## config.mk

```make
export PLATFORM = sky130hd
export DESIGN_NAME = fsr_core
export DESIGN_NICKNAME = d
export VERILOG_FILES = /design/src/inc/fsr_pkg.sv /design/src/design/fsr_core.sv
export SDC_FILE = /design/constraint.sdc
export NUM_CORES = 1
export LEC_CHECK = 0
export ABC_CLOCK_PERIOD_IN_PS = 7600
export BUFFER_PORTS_ARGS = -buffer_cell sky130_fd_sc_hd__buf_4
export CAP_MARGIN = 10
export CELL_PAD_IN_SITES_DETAIL_PLACEMENT = 0
export CELL_PAD_IN_SITES_GLOBAL_PLACEMENT = 2
export CORE_MARGIN = 2
export CORE_UTILIZATION = 40
export DETAILED_ROUTE_END_ITERATION = 7
export PLACE_DENSITY = 0.74
export REMOVE_ABC_BUFFERS = 1
export SYNTH_ARGS = -nofsm -noshare
export SYNTH_HDL_FRONTEND = slang
export SYNTH_SLANG_ARGS = --single-unit
```

## constraint.sdc

```tcl
create_clock -name clk_in -period 7.6 [get_ports clk_in]
set_input_delay 2.28 -clock clk_in [delete_from_list [all_inputs] [get_ports clk_in]]
set_output_delay 2.28 -clock clk_in [all_outputs]
set_load 0.02 [all_outputs]
```

## src/inc/fsr_pkg.sv

```systemverilog
package fsr_pkg;

    // register port map, word offsets on a 4-bit address
    localparam logic [3:0] ADDR_STATE = 4'h0;
    localparam logic [3:0] ADDR_CLASS = 4'h1;
    localparam logic [3:0] ADDR_CTRL = 4'h2;

    // state word field positions
    localparam int POS_BUSY = 15;
    localparam int POS_COND_FLAG_THREE = 14;
    localparam int POS_TOP_HI = 13;
    localparam int POS_TOP_LO = 11;
    localparam int POS_COND_FLAG_TWO = 10;
    localparam int POS_COND_FLAG_ONE = 9;
    localparam int POS_COND_FLAG_ZERO = 8;
    localparam int POS_ERROR_SUMMARY = 7;
    localparam int POS_STACK_FAULT_FLAG = 6;
    localparam int POS_FLAG_HI = 5;
    localparam int POS_IE = 0;

    // control word: exception masks in bits 5..0
    localparam int POS_MASK_HI = 5;

    // reset values
    localparam logic [2:0] TOP_RESET = 3'h0;
    localparam logic [3:0] CC_RESET = 4'h0;
    localparam logic [5:0] FLAGS_RESET = 6'h00;
    localparam logic [15:0] CTRL_RESET = 16'h003F;
    localparam logic [15:0] CLASS_RESET = 16'hFFFF;

    // register classification codes
    localparam logic [1:0] TAG_VALID = 2'h0;
    localparam logic [1:0] TAG_ZERO = 2'h1;
    localparam logic [1:0] TAG_SPECIAL = 2'h2;
    localparam logic [1:0] TAG_EMPTY = 2'h3;

    // exponent biases of normalized values
    localparam logic [14:0] BIAS_SGL = 15'h007F;
    localparam logic [14:0] BIAS_DBL = 15'h03FF;
    localparam logic [14:0] BIAS_EXT = 15'h3FFF;
    localparam logic [14:0] EXP_EXT_MAX = 15'h7FFF;
    localparam logic [7:0] EXP_SGL_MAX = 8'hFF;
    localparam logic [10:0] EXP_DBL_MAX = 11'h7FF;

    // packed decimal: bits 78..72 carry no meaning
    localparam int BCD_PAD_HI = 78;
    localparam int BCD_PAD_LO = 72;

    typedef enum logic [1:0] {FMT_EXT, FMT_DBL, FMT_SGL, FMT_BCD} fsr_fmt_t;

    typedef enum logic [2:0] {
        OP_NONE,
        OP_PUSH,
        OP_POP,
        OP_WRITE,
        OP_READ,
        OP_FREE
    } fsr_cmd_t;

    typedef struct packed {
        logic [3:0] addr;
        logic [15:0] wdata;
        logic wr;
        logic rd;
    } fsr_reg_req_t;

    typedef struct packed {
        fsr_cmd_t cmd;
        logic [2:0] rel;
        fsr_fmt_t fmt;
        logic [79:0] data;
        logic cc_we;
        logic [3:0] cc;
        logic [5:0] exc;
    } fsr_op_t;

    typedef struct packed {
        logic valid;
        logic fault;
        logic [1:0] tag;
        logic [79:0] data;
    } fsr_result_t;

endpackage

```

## src/design/fsr_core.sv

```systemverilog
`timescale 1ns/1ps

// Overview of operation
// RL1: normalized exponents use bias 127 single, 1023 double, 16383 extended.
// RL2: meaningless packed decimal bits ignored on load, zeroed on store.
// RL3: integer bit explicit in extended, implicit in single and double.
// RL4: push decrements stack head then writes the new head register; a state word write in the same cycle sets the head instead.
// RL5: pop delivers the head register then increments stack head; a state word write in the same cycle sets the head instead.
// RL6: implicit operations act on the register at the stack head.
// RL7: explicit register numbers are offsets from the stack head.
// RL8: class word has a two-bit field per data register.
// RL9: class fields indexed by physical register, not stack-relative.
// RL10: class codes: 00 valid, 01 zero, 10 special values.
// RL11: class 11 means empty; reset empties every register.
// RL12: state bit 15 mirrors error summary bit 7, not the busy pin.
// RL13: state bits 13..11 hold the physical stack head index.
// RL14: arithmetic updates the four condition flags from its outcome; a state word write in the same cycle sets them instead, except flag one on a stack fault.
// RL15: error summary set when an unmasked flag is set; drives error output.
// RL16: on stack fault, flag one is 1 for overflow, 0 for underflow.
// RL17: state bits 5..0 are six exception flags set on detection.
// RL18: restoring the state word recomputes summary; error asserts at once.
// RL19: state word readable; options come from the loaded control word.
// RL20: stack head index wraps modulo eight.
// RL21: unmasked exception sets flag, summary and error output.
module fsr_core (
    // clock and reset
    input wire logic clk_in,
    input wire logic resetn_in,
    // software register port
    input wire fsr_pkg::fsr_reg_req_t reg_req_in,
    output logic [15:0] reg_rdata_out,
    // datapath operation port
    input wire fsr_pkg::fsr_op_t op_in,
    output fsr_pkg::fsr_result_t result_out,
    // error to host
    output logic error_out
);

    logic [79:0] regs [8];
    logic [2:0] top;
    logic [15:0] class_word;
    logic [3:0] cc;
    logic stack_fault_flag;
    logic [5:0] flags;
    logic [15:0] ctrl;
    logic error_summary;
    logic [15:0] state_word;
    logic [2:0] idx;
    logic [2:0] push_idx;
    logic push_fault;
    logic pop_fault;
    logic [79:0] load_val;
    logic wr_state;
    logic wr_class;
    logic wr_ctrl;
    logic [5:0] next_flags;

    function automatic logic [2:0] phys_index(input logic [2:0] head, input logic [2:0] rel);
        phys_index = head + rel; // [RL7] [RL20]
    endfunction

    function automatic logic [1:0] tag_of(input logic [15:0] word, input logic [2:0] n);
        tag_of = word[2*n +: 2]; // [RL9]
    endfunction

    // classify an extended value
    function automatic logic [1:0] classify(input logic [79:0] v);
        logic [14:0] e;
        logic [63:0] m;
        e = v[78:64];
        m = v[63:0];
        if (e == 15'h0000 && m == 64'h0) begin
            classify = fsr_pkg::TAG_ZERO; // [RL10]
        end else if (e == fsr_pkg::EXP_EXT_MAX || e == 15'h0000 || !m[63]) begin
            classify = fsr_pkg::TAG_SPECIAL; // [RL10]
        end else begin
            classify = fsr_pkg::TAG_VALID; // [RL10]
        end
    endfunction

    // memory format to internal extended
    function automatic logic [79:0] load_conv(input fsr_pkg::fsr_fmt_t fmt,
                                              input logic [79:0] d);
        logic [14:0] e;
        load_conv = d;
        e = 15'h0000;
        unique case (fmt)
            fsr_pkg::FMT_EXT: begin
                load_conv = d; // [RL3]
            end
            fsr_pkg::FMT_SGL: begin
                if (d[30:23] == 8'h00) begin
                    e = 15'h0000;
                end else if (d[30:23] == fsr_pkg::EXP_SGL_MAX) begin
                    e = fsr_pkg::EXP_EXT_MAX;
                end else begin
                    e = 15'(d[30:23]) - fsr_pkg::BIAS_SGL + fsr_pkg::BIAS_EXT; // [RL1]
                end
                // implicit integer bit made explicit
                load_conv = {d[31], e, (d[30:23] != 8'h00), d[22:0], 40'h0}; // [RL3]
            end
            fsr_pkg::FMT_DBL: begin
                if (d[62:52] == 11'h000) begin
                    e = 15'h0000;
                end else if (d[62:52] == fsr_pkg::EXP_DBL_MAX) begin
                    e = fsr_pkg::EXP_EXT_MAX;
                end else begin
                    e = 15'(d[62:52]) - fsr_pkg::BIAS_DBL + fsr_pkg::BIAS_EXT; // [RL1]
                end
                load_conv = {d[63], e, (d[62:52] != 11'h000), d[51:0], 11'h0}; // [RL3]
            end
            fsr_pkg::FMT_BCD: begin
                load_conv[fsr_pkg::BCD_PAD_HI:fsr_pkg::BCD_PAD_LO] = 7'h00; // [RL2]
            end
        endcase
    endfunction

    // internal extended to memory format, truncating the fraction
    function automatic logic [79:0] store_conv(input fsr_pkg::fsr_fmt_t fmt,
                                               input logic [79:0] v);
        logic [14:0] e;
        logic [14:0] r;
        e = v[78:64];
        store_conv = v;
        r = 15'h0000;
        unique case (fmt)
            fsr_pkg::FMT_EXT: begin
                store_conv = v; // [RL3]
            end
            fsr_pkg::FMT_SGL: begin
                if (e == 15'h0000) begin
                    r = 15'h0000;
                end else if (e == fsr_pkg::EXP_EXT_MAX) begin
                    r = 15'(fsr_pkg::EXP_SGL_MAX);
                end else begin
                    r = e - fsr_pkg::BIAS_EXT + fsr_pkg::BIAS_SGL; // [RL1]
                end
                // integer bit dropped: implicit in short form
                store_conv = {48'h0, v[79], r[7:0], v[62:40]}; // [RL3]
            end
            fsr_pkg::FMT_DBL: begin
                if (e == 15'h0000) begin
                    r = 15'h0000;
                end else if (e == fsr_pkg::EXP_EXT_MAX) begin
                    r = 15'(fsr_pkg::EXP_DBL_MAX);
                end else begin
                    r = e - fsr_pkg::BIAS_EXT + fsr_pkg::BIAS_DBL; // [RL1]
                end
                store_conv = {16'h0, v[79], r[10:0], v[62:11]}; // [RL3]
            end
            fsr_pkg::FMT_BCD: begin
                store_conv[fsr_pkg::BCD_PAD_HI:fsr_pkg::BCD_PAD_LO] = 7'h00; // [RL2]
            end
        endcase
    endfunction

    assign wr_state = reg_req_in.wr && reg_req_in.addr == fsr_pkg::ADDR_STATE;
    assign wr_class = reg_req_in.wr && reg_req_in.addr == fsr_pkg::ADDR_CLASS;
    assign wr_ctrl = reg_req_in.wr && reg_req_in.addr == fsr_pkg::ADDR_CTRL;

    assign idx = phys_index(top, op_in.rel); // [RL6] [RL7]
    assign push_idx = top - 3'h1; // [RL4] [RL20]
    assign push_fault = op_in.cmd == fsr_pkg::OP_PUSH
        && tag_of(class_word, push_idx) != fsr_pkg::TAG_EMPTY;
    assign pop_fault = op_in.cmd == fsr_pkg::OP_POP
        && tag_of(class_word, top) == fsr_pkg::TAG_EMPTY;
    assign load_val = load_conv(op_in.fmt, op_in.data);

    // summary recomputed from flags and masks, never stored
    assign error_summary = |(flags & ~ctrl[fsr_pkg::POS_MASK_HI:0]); // [RL15] [RL18] [RL21]
    assign error_out = error_summary; // [RL15] [RL21]

    always_comb begin
        state_word = 16'h0000;
        state_word[fsr_pkg::POS_BUSY] = error_summary; // [RL12]
        state_word[fsr_pkg::POS_COND_FLAG_THREE] = cc[3];
        state_word[fsr_pkg::POS_TOP_HI:fsr_pkg::POS_TOP_LO] = top; // [RL13]
        state_word[fsr_pkg::POS_COND_FLAG_TWO] = cc[2];
        state_word[fsr_pkg::POS_COND_FLAG_ONE] = cc[1];
        state_word[fsr_pkg::POS_COND_FLAG_ZERO] = cc[0];
        state_word[fsr_pkg::POS_ERROR_SUMMARY] = error_summary; // [RL15]
        state_word[fsr_pkg::POS_STACK_FAULT_FLAG] = stack_fault_flag;
        state_word[fsr_pkg::POS_FLAG_HI:0] = flags; // [RL17]
    end

    // stack head
    always_ff @(posedge clk_in or negedge resetn_in) begin
        if (!resetn_in) begin
            top <= fsr_pkg::TOP_RESET;
        end else if (wr_state) begin
            top <= reg_req_in.wdata[fsr_pkg::POS_TOP_HI:fsr_pkg::POS_TOP_LO]; // [RL18]
        end else if (op_in.cmd == fsr_pkg::OP_PUSH && !push_fault) begin
            top <= push_idx; // [RL4] [RL20]
        end else if (op_in.cmd == fsr_pkg::OP_POP && !pop_fault) begin
            top <= top + 3'h1; // [RL5] [RL20]
        end
    end

    // data registers
    always_ff @(posedge clk_in) begin
        if (op_in.cmd == fsr_pkg::OP_PUSH && !push_fault) begin
            regs[push_idx] <= load_val; // [RL4]
        end else if (op_in.cmd == fsr_pkg::OP_WRITE) begin
            regs[idx] <= load_val; // [RL6] [RL7]
        end
    end

    // class word
    always_ff @(posedge clk_in or negedge resetn_in) begin
        if (!resetn_in) begin
            class_word <= fsr_pkg::CLASS_RESET; // [RL11]
        end else if (wr_class) begin
            class_word <= reg_req_in.wdata;
        end else begin
            unique case (op_in.cmd)
                fsr_pkg::OP_PUSH: begin
                    if (!push_fault) begin
                        class_word[2*push_idx +: 2] <= classify(load_val); // [RL8] [RL9]
                    end
                end
                fsr_pkg::OP_WRITE: begin
                    class_word[2*idx +: 2] <= classify(load_val); // [RL9] [RL10]
                end
                fsr_pkg::OP_POP: begin
                    class_word[2*top +: 2] <= fsr_pkg::TAG_EMPTY; // [RL11]
                end
                fsr_pkg::OP_FREE: begin
                    class_word[2*idx +: 2] <= fsr_pkg::TAG_EMPTY; // [RL11]
                end
                fsr_pkg::OP_NONE, fsr_pkg::OP_READ: begin
                end
                default: begin
                end
            endcase
        end
    end

    // condition flags and stack fault
    always_ff @(posedge clk_in or negedge resetn_in) begin
        if (!resetn_in) begin
            cc <= fsr_pkg::CC_RESET;
            stack_fault_flag <= 1'b0;
        end else if (wr_state) begin
            cc <= {reg_req_in.wdata[fsr_pkg::POS_COND_FLAG_THREE],
                   reg_req_in.wdata[fsr_pkg::POS_COND_FLAG_TWO],
                   reg_req_in.wdata[fsr_pkg::POS_COND_FLAG_ONE],
                   reg_req_in.wdata[fsr_pkg::POS_COND_FLAG_ZERO]};
            stack_fault_flag <= reg_req_in.wdata[fsr_pkg::POS_STACK_FAULT_FLAG]
                || push_fault || pop_fault;
            // a fault in the restore cycle still reports its direction
            if (push_fault || pop_fault) begin
                cc[1] <= push_fault; // [RL16]
            end
        end else begin
            if (op_in.cc_we) begin
                cc <= op_in.cc; // [RL14]
            end
            if (push_fault || pop_fault) begin
                stack_fault_flag <= 1'b1;
                cc[1] <= push_fault; // [RL16]
            end
        end
    end

    // exception flags: hardware set wins over a software write
    always_comb begin
        next_flags = wr_state ? reg_req_in.wdata[fsr_pkg::POS_FLAG_HI:0] : flags; // [RL18]
        next_flags = next_flags | op_in.exc; // [RL17] [RL21]
        if (push_fault || pop_fault) begin
            next_flags[fsr_pkg::POS_IE] = 1'b1; // [RL16] [RL17]
        end
    end

    always_ff @(posedge clk_in or negedge resetn_in) begin
        if (!resetn_in) begin
            flags <= fsr_pkg::FLAGS_RESET;
        end else begin
            flags <= next_flags;
        end
    end

    // control word
    always_ff @(posedge clk_in or negedge resetn_in) begin
        if (!resetn_in) begin
            ctrl <= fsr_pkg::CTRL_RESET;
        end else if (wr_ctrl) begin
            ctrl <= reg_req_in.wdata; // [RL19]
        end
    end

    // operation results
    always_ff @(posedge clk_in or negedge resetn_in) begin
        if (!resetn_in) begin
            result_out <= '0;
        end else begin
            result_out.valid <= op_in.cmd == fsr_pkg::OP_POP || op_in.cmd == fsr_pkg::OP_READ;
            result_out.fault <= pop_fault;
            if (op_in.cmd == fsr_pkg::OP_POP) begin
                result_out.data <= store_conv(op_in.fmt, regs[top]); // [RL5] [RL6]
                result_out.tag <= tag_of(class_word, top);
            end else if (op_in.cmd == fsr_pkg::OP_READ) begin
                result_out.data <= store_conv(op_in.fmt, regs[idx]); // [RL7]
                result_out.tag <= tag_of(class_word, idx);
            end
        end
    end

    // register read port
    always_ff @(posedge clk_in or negedge resetn_in) begin
        if (!resetn_in) begin
            reg_rdata_out <= 16'h0000;
        end else if (reg_req_in.rd) begin
            unique case (reg_req_in.addr)
                fsr_pkg::ADDR_STATE: reg_rdata_out <= state_word; // [RL19]
                fsr_pkg::ADDR_CLASS: reg_rdata_out <= class_word; // [RL8]
                fsr_pkg::ADDR_CTRL: reg_rdata_out <= ctrl;
                default: reg_rdata_out <= 16'h0000;
            endcase
        end else begin
            reg_rdata_out <= 16'h0000;
        end
    end

endmodule

```

# Word level (Yosys, flattened, before mapping)

Memory sizes are Yosys's and may differ from the RTL's.
Cells that the tools add are included.

Register bits: 146
Bits in writable memories: 640
Bits of input ports: 123
Word-level logic and storage cells: 156
Memories: 1

Add/subtract/negate cells: 16
Equality and inequality tests: 18
Shift operators: 10
Multiplexer cells: 58
Bitwise operators: 3
Reduce and logical (&&, ||, !) cells: 38

Memory list:

| name | words | bits a word | rd ports | clocked after Yosys merged registers in | wr ports | RTL line       | RTL |
|---|---|---|---|---|---|---|---|
| regs | 8     | 80          | 2        | 0                                       | 1        | fsr_core.sv:39 | `logic [79:0] regs [8];` |

Operators by type and width:

| kind                       | count |
|---|---|
| $pmux W72 S2               | 3 |
| $mux W82                   | 2 |
| $neg A4 Y34                | 3 |
| $shift A2 B34 Y16 const A  | 3 |
| $mux W80                   | 1 |
| $reduce_or A80 Y1          | 1 |
| $shiftx A2 B34 Y16         | 2 |
| $shiftx A2 B34 Y16 const A | 2 |
| $bwmux W16                 | 4 |
| $logic_not A64 Y1          | 1 |
| $pmux W16 S4               | 1 |
| $mux W15                   | 4 |
| $mux W16                   | 3 |
| $pmux W16 S3               | 1 |
| $shiftx A16 B5 Y2          | 3 |
| $eq A15 B15 Y1 const B     | 3 |
| $logic_not A15 Y1          | 3 |
| $mux W11                   | 4 |
| $mux W8                    | 4 |
| $add A15 B14 Y15 const B   | 2 |
| $pmux W7 S2                | 2 |
| $pmux W7 S4                | 1 |
| $add A11 B10 Y11 const B   | 2 |
| $sub A11 B11 Y11 const B   | 2 |
| other kinds (42)           | 86 |

# Longest topological paths before layout

Gate-level depths: netlist (run 1).

Word-level depth: 18
Depth in mapped cells: 21

# Worst setup path before layout (run 1)

No wires, ideal clock.

Path kind: input to register
Start point: input port op_in[93] (netlist name)
End point: memory regs[6][0], enable pin
Library setup time: 0.519 ns
Arrival time: 8.256 ns
Data required time: 7.081 ns
Slack: -1.176 ns
Stages: 10
Path buffers: 5
Cells stage by stage: ha_1 > fa_1 > xor3_2 > buf_2 > buf_2 > buf_2 > buf_1 > clkbuf_1 > a31oi_1 > nor2_1

Longest elaborated chain between the ends: 2

RTL lines:

| element                  | RTL line       | RTL |
|---|---|---|
| start: declaration       | fsr_core.sv:33 | `input wire fsr_pkg::fsr_op_t op_in,` |
| $add A3 B3 Y3            | fsr_core.sv:59 | `phys_index = head + rel;` |
| $mux W3 (no source line) | --             |  |
| end: declaration         | fsr_core.sv:39 |  |

No other way between the ends.

# Worst setup path after layout (run 1)

Start point: input port op_in[93] (netlist name)
End point: register result_out[58] (netlist name)

Longest elaborated chain between the ends: 9
Elaborated cells between the ends (all ways): 11
Those cells by class: 3 x add/sub; 1 x eq/ne; 5 x mux; 1 x reduce/logical; 1 x memory

RTL lines:

| element            | RTL line        | RTL |
|---|---|---|
| $add A3 B3 Y3 (*)  | fsr_core.sv:59  |  |
| $mem_v2 Z8 W80 (*) | --              |  |
| $sub A11 B11 Y11   | fsr_core.sv:147 | `r = e - fsr_pkg::BIAS_EXT + fsr_pkg::BIAS_DBL;` |
| $add A11 B10 Y11   | fsr_core.sv:147 |  |
| $mux W11           | fsr_core.sv:144 | `end else if (e == fsr_pkg::EXP_EXT_MAX) begin` |
| $mux W11           | fsr_core.sv:142 | `if (e == 15'h0000) begin` |
| $pmux W72 S2 (*)   | fsr_core.sv:126 | `unique case (fmt)` |
| $mux W82 (*)       | fsr_core.sv:301 | `end else if (op_in.cmd == fsr_pkg::OP_READ) begin` |
| $mux W82 (*)       | fsr_core.sv:298 | `if (op_in.cmd == fsr_pkg::OP_POP) begin` |
| end: declaration   | fsr_core.sv:34  | `output fsr_pkg::fsr_result_t result_out,` |

Mark *: on every way between the ends. The rest lies on a longest branch, timed or not. The select of a mux whose other input is x is not followed.
A chain may end at the register's enable or synchronous reset.

==> metrics.txt, run 1 <==
Nets between 3000 and 4000; number of standard cells in the final layout excluding fillers ~4700; clock power share 0.223; CTS tree built; die width 328 um; remaining global-route overflow 0; vias 31300; first-pass GRT wire length between 200000 and 250000 um; Tot Pwr 19.8 mW; Hold Vio Cnt, Final 0; Placed Instances 4537; placed standard-cell area 0.0453 mm2; initial core utilization 0.404; RSZ-0062 raised after global routing no; startpoint types input pin; Max Cap Viol 0; post-synthesis cell count just over 3000; Fin Setup TNS 0 ns; mapped cell area ~0.042 mm2; # clock sinks 786; Die Area 0.107 mm2; Final Util 0.466; Worst Reg-to-Reg Cells 17; Peak Freq 0.153 GHz; Combinational Power Share 0.480; WL final 159000 um; worst r2r dst result_out[58]; worst setup margin 1.08 ns; routed wl met2 75900 um; CP max stage cell xor3_4; Flop pwr share 0.297; HP Class reg -> reg; cell-internal power 11.6 mW; Routed Antenna Nets 0; Initial DRC Count 3798; hold path cells 1; DRC 0; Arrival @ worst endpoint 7.11 ns; crit path kind in -> reg; Post-Syn Area per Cell 13.6 um2; Clock Latency Late Sink ~0.7 ns; Slew HR 0.208; leading cell types in the layout, fill and taps excluded 640 x edfxtp_1, 310 x mux4_2, 295 x buf_4, 240 x nand2_1, 185 x nor2_1; Die H between 300 and 400 um; total CTS buffers between 80 and 90; # IOs 224; number of global-route vias before repair 31300; library cells used by synthesis 94; outcome finished, final reports clean; CORE AREA 0.104 mm2; uppermost layer routed met5; site row count ~120; CP Data Required Time 8.20 ns; slowest stage delay, CP 0.63 ns; share of cells above drive strength 1 0.261; worst hold margin 0.490 ns; async set or reset register ratio after synthesis 0.186; Net Sw Power 8.20 mW; fin area 0.0483 mm2; WL met1 64000 um; sequential-to-total area share from yosys stat 0.547; Max H-tree Level 3; total track usage 0.294; # resized after CTS 0; Net Sw Frac 0.413; Final Max Slew Viols 0; hold worst-path end stack_fault_flag; crit-path max FO 17; initial antenna violation count 4; Post-synth EDFFs 640; hold_sp stack_fault_flag; most common cell after layout, fill and taps aside edfxtp_1; number of synthesized register bits 786; IO buf count 223; Post-CTS Setup Inserts 0; total iterations of the first detailed-routing run 8; Worst Clk Skew 0.0431 ns; PwrDens around 400 mW/mm2; Top FF cell, synth edfxtp_1; setup violators final 0; # hold bufs at CTS 0; Area Growth Syn to Fin 15.4%; min Tclk post-route 6.52 ns; dpl ws ~0.45 ns; synth warn 0; DR WL/cell 33.8 um; Final GP Congestion 0.894; Worst Setup End Kind flop; largest net degree at the start of global routing approximately 110; Met3 Wirelength 13500 um; Clock Tree Buf Depth 3; crit path cell chain buf_4 -> ha_4 -> fa_1 -> xor3_4 -> inv_2 -> o32ai_1 -> a311oi_2 -> nand3_1 -> inv_1 -> ha_1 -> nand3_1 -> nor4_4 -> nand4b_2 -> nor3_4 -> nor2_1 -> o32ai_1 -> nor2_1 -> o22ai_1; Via-to-Cell Ratio 6.64; fin crit share 0.857; DP HPWL 103000 um; Leak about 17 nW; CTS Root Cell clkbuf_16; startpoint of the worst register-to-register path top[0]; flop-to-flop setup slack 1.79 ns; Clock transition at path regs 0.07 ns; worst slew pin tran 1.18 ns; VDD IR max approximately 0.36 mV
[registers in the layout, summed over array words and instances, names as in the netlist]
| signal | cells |
|---|---|
| flags | 6 |
| result_out | 84 |
| stack_fault_flag | 1 |
| reg_rdata_out | 16 |
| top | 3 |
| regs | 640 |
| class_word | 16 |
| cc | 4 |
| ctrl | 16 |
[final cells by class]
class | instances | area, um2
sequential | 786 | 22900
timing repair buffer | 311 | 2530
inverter | 65 | 250
clock buffer | 111 | 2420
multi-input combinational | 1996 | 17900
tap | 1380 | 1730
fill | 9212 | 55300
antenna | 5 | 12.5
clock inverter | 55 | 584
[critical path, delay by kind of cell]
kind                     cells  cell delay, ns
buffers and inverters        3            0.64
AND/OR/NAND/NOR              7            1.79
AO/OA/AOI/OAI                4            0.87
adder cells (fa/ha/maj)      3            0.89
XOR/XNOR                     1            0.63
[cells by family (layout without fill, tap and decap cells)]
group	count (synthesis)	count (layout)	synth area share
XOR/XNOR	39	39	0.00872
multiplexers	473	473	0.206
adder cells (fa/ha/maj)	26	26	0.00795
buffers and inverters	308	542	0.0293
other	0	5	0
flip-flops	786	786	0.547
AO/OA/AOI/OAI	713	713	0.115
AND/OR/NAND/NOR	745	745	0.0857
[cell usage after synthesis (19+ instances only)]
cell type | instances | area (um2)
dfstp_2 | 22 | 578
xnor2_1 | 23 | 201
mux4_2 | 310 | 6980
nor4_1 | 29 | 181
ha_1 | 25 | 313
nor3_1 | 36 | 180
o211ai_1 | 33 | 248
a22oi_1 | 45 | 338
a211oi_1 | 22 | 165
inv_1 | 59 | 221
nor2b_1 | 19 | 119
edfxtp_1 | 640 | 19200
nand3_1 | 77 | 385
nand2_1 | 242 | 908
mux2i_1 | 138 | 1380
a31oi_1 | 21 | 131
buf_2 | 40 | 200
o22a_1 | 19 | 166
mux2_2 | 25 | 282
o21ai_0 | 127 | 636
dfrtp_1 | 124 | 3100
a22o_1 | 26 | 228
buf_1 | 52 | 195
o221ai_1 | 27 | 236
clkbuf_1 | 147 | 552
nor2_1 | 196 | 736
a21oi_1 | 142 | 711
o22ai_1 | 104 | 651
[power by group through the flow]
| stage | Combinational [mW] | Sequential (mW) | Clock, mW |
|---|---|---|---|
| finish | 9.52 | 5.90 | 4.43 |
| CTS | 9.45 | 5.90 | 4.50 |
| floorplan | 6.49 | 6.20 | 0 |
| global placement | 9.37 | 5.96 | 0 |
| global route | 10.1 | 5.95 | 4.65 |
| detailed placement | 9.41 | 5.98 | 0 |
[how the worst max path moves through the flow]
stage          startpoint        endpoint  cells after the start
6_report        op_in[93]  result_out[58]                     18
3_5_place_dp    op_in[93]  result_out[58]                     18
3_3_place_gp    op_in[93]  result_out[58]                     18
4_1_cts         op_in[93]  result_out[58]                     18
5_1_grt         op_in[93]  result_out[58]                     18
2_1_floorplan      top[0]      regs[1][0]                      3
[routing by layer]
metal  track usage  up-vias
li1              -    12800
met1         0.396    16400
met2         0.474     1743
met3        0.0555      315
met4         0.107        2
met5             0        -
No activity file was read; power rests on OpenSTA's default activity.
==> inputs of run 2 (changes only) <==
Settings changed: ABC_AREA from default to 1, CORE_UTILIZATION 40 to 35.
==> run 2 against run 1 <==
Net effect:
- die area increased by 18%
- sequential power decreased by 1%
- sequential share of layout area decreased by 1.4 points
- cell count increased by 44%
- utilization decreased by 5.9 points
- critical path depth increased by 2
- global-route usage decreased by 0.75 points
- synthesized area increased by 3.1%
- first-iteration DRC count increased by 22%
- largest power group unchanged
==> metrics.txt, run 2 <==
Combinational Power Share 0.519 (+0.039); Die Area 0.126 mm2 (+18%); initial antenna violation count 13 (+9); setup violators final 0 (unchanged); most frequent cell after synthesis o21ai_0; CP max stage cell buf_4; Slew HR 0.169 (-0.0388); Fin Setup TNS 0 ns (unchanged); # resized after CTS 0 (unchanged); max reg flops 640 (unchanged); crit-path max FO 52 (+35); async set or reset register ratio after synthesis 0.186 (unchanged); CP Data Required Time 8.21 ns (about the same); fin area 0.0498 mm2 (+3.0%); Post-Syn Area per Cell 8.61 um2 (-36%); largest net degree at the start of global routing 196 (+80%); number of standard cells in the final layout excluding fillers 6793 (+44%); Initial DRC Count 4628 (+22%); share of cells above drive strength 1 0.115 (-0.145); CORE AREA 0.122 mm2 (+18%); total CTS buffers 94 (+5.6%); Area Growth Syn to Fin 15.3%; outcome finished, final reports clean; WP buf/inv 4 (+1); Placed Instances 6610 (+46%); Clock Tree Buf Depth 3 (unchanged); startpoint of the worst register-to-register path top[1]; slowest stage delay, CP 0.62 ns (about the same); mapped cell area 0.0432 mm2 (+3.1%); top flop regs regs: 640 flops, result_out: 84 flops; Clock transition at path regs 0.06 ns (about the same); initial core utilization 0.354 (-0.0503); Hold Vio Cnt, Final 0 (unchanged); min Tclk post-route 6.06 ns (-0.455 ns); WL final 185000 um (+16%); PwrDens 439 mW/mm2 (+7.0%); Max Cap Viol 0 (unchanged); Final GP Congestion 0.913 (+2.1%); VDD IR max 0.572 mV (+59%); Worst Setup End Kind flop; Top FF cell, synth edfxtp_1; leading cell types in the layout, fill and taps excluded 896 x o21ai_0, 754 x nand2_1, 640 x edfxtp_1, 590 x nor2_1, 396 x inv_1; crit path kind in -> reg; Die H 355 um (+8.4%); # IOs 224 (unchanged); Max H-tree Level 3 (unchanged); CTS tree built; IO buf count 223 (unchanged); hold_sp class_word[4]; Net Sw Frac 0.490 (+0.0767); total track usage 0.286 (-0.00753); Final Util 0.408 (-0.0585); worst slew pin tran 1.25 ns (+0.0706 ns); Arrival @ worst endpoint 6.67 ns (-0.44 ns); sequential-to-total area share from yosys stat 0.530 (-0.0164); Nets 5232 (+54%); flop-to-flop setup slack 2.53 ns (+0.74 ns); die width 355 um (+8.4%); crit path cell chain buf_4 -> inv_1 -> ha_4 -> buf_4 -> o22ai_1 -> nor2_1 -> nand2_1 -> nor2_1 -> nand4_1 -> nor2_1 -> nand2_1 -> nor2_1 -> nand4_4 -> clkinv_2 -> nand2_4 -> nor3_4 -> nand2_1 -> nand2_1 -> nor2_1 -> o21ai_1; top post-synthesis cells by count 896 x o21ai_0, 755 x nand2_1, 640 x edfxtp_1; placed standard-cell area 0.0466 mm2 (+2.8%); clock power share 0.214 (-0.009); HP Class reg -> reg; DR WL/cell 27.3 um (-19%); startpoint types input pin; Post-synth EDFFs 640 (unchanged); cell-internal power 11.2 mW (-4.2%); Via-to-Cell Ratio 5.78 (-13%); # hold bufs at CTS 0 (unchanged); Reg with most FFs regs; Worst Reg-to-Reg Cells 11 (-6); library cells used by synthesis 64 (-32%); number of global-route vias before repair 37400 (+20%); RSZ-0062 raised after global routing no; Routed Antenna Nets 0 (unchanged); # clock sinks 786 (unchanged); CTS Root Cell clkbuf_16; cell mode on critical path nor2_1; Worst Clk Skew 0.0374 ns (-0.00573 ns); Yosys top cell by area edfxtp_1; dpl ws 1.04 ns (+0.590 ns); number of synthesized register bits 786 (unchanged); hold worst-path end class_word[4]; synth warn 0 (unchanged); DRC 0 (unchanged); Post-CTS Setup Inserts 0 (unchanged); fin crit share 0.798 (-0.0599); most common cell after layout, fill and taps aside o21ai_0; post-synth top area share 0.445 (-0.0138); total iterations of the first detailed-routing run 6 (-2); remaining global-route overflow 0 (unchanged); Net Sw Power 10.7 mW (+31%); worst setup margin 1.54 ns (+0.455 ns); largest delay contributor family on the critical path simple AND/OR/NAND/NOR gates; site row count 128 (+8.5%); worst r2r dst regs[6][9]; Final Max Slew Viols 0 (unchanged); Flop pwr share 0.267 (-0.030); hold path cells 2 (+1); Peak Freq 0.165 GHz (+7.5%); Clock Latency Late Sink 0.71 ns (about the same); vias 39300 (+26%); DP HPWL 117000 um (+14%); post-synthesis cell count 5015 (+62%); Leak 18.9 nW (+13%); Synth area leaders edfxtp_1 45%, o21ai_0 10%, dfrtp_1 7.2%; first-pass GRT wire length 265000 um (+17%)
==> run 2: layout make-up <==
| class | count | area [um2] |
|---|---|---|
| multi-input cells | 3461 | 17400 |
| diodes | 3 | 7.51 |
| fillers | 12300 | 72300 |
| repair buffers | 325 | 2700 |
| clock inverters | 40 | 474 |
| flip-flops and latches | 786 | 22900 |
| well taps | 1625 | 2030 |
| clock buffers | 138 | 2700 |
| inverters | 415 | 1580 |
==> run 2: power groups by stage <==
stage	Clock, mW	Sequential, mW	Combinational, mW
2_1_floorplan	0	6.26	6.46
3_3_place_gp	0	5.92	11.2
3_5_place_dp	0	5.91	11.2
4_1_cts	4.74	5.83	11.2
5_1_grt	4.91	5.88	12.3
6_report	4.67	5.84	11.4
==> run 2: layer usage <==
metal | vias to the layer above | GRT usage | part of all wire
met5 | - | 0 | 0.00036
met4 | 10 | 0.0910 | 0.031
met3 | 300 | 0.0581 | 0.086
met2 | 1805 | 0.449 | 0.45
met1 | 19300 | 0.395 | 0.43
li1 | 17900 | - | -
==> run 2: kinds of logic after synthesis <==
| logic type | count (synthesis) | share of synthesized area |
|---|---|---|
| buffers and inverters | 768 | 0.0700 |
| multiplexers | 2 | 0.000522 |
| AND/OR/NAND/NOR | 1685 | 0.162 |
| XOR/XNOR | 23 | 0.00501 |
| adder cells (fa/ha/maj) | 26 | 0.00771 |
| AO/OA/AOI/OAI | 1725 | 0.224 |
| flip-flops | 786 | 0.530 |
==> run 2: worst max-delay path by stage <==
stage                   start       endpoint  cells past startpoint
detailed placement  op_in[91]  class_word[2]                     18
global placement    op_in[91]  class_word[2]                     18
global route        op_in[92]  class_word[2]                     18
finish              op_in[91]  class_word[2]                     20
floorplan              top[0]     regs[0][0]                     10
CTS                 op_in[91]  class_word[2]                     18
==> run 2: through the flow <==
step / hold WS, ns / total power, mW
3_3_place_gp: 0.467 / 17.1
3_5_place_dp: 0.464 / 17.1
2_1_floorplan: 0.453 / 12.7
4_1_cts: 0.476 / 21.7
5_1_grt: 0.499 / 23.1
6_report: 0.477 / 21.9
==> run 2: tightest hold or removal path, stage by stage (launching register included) <==
cell and delay, ns:
dfstp_2 0.37, nand2_1 0.06, nand2_1 0.05
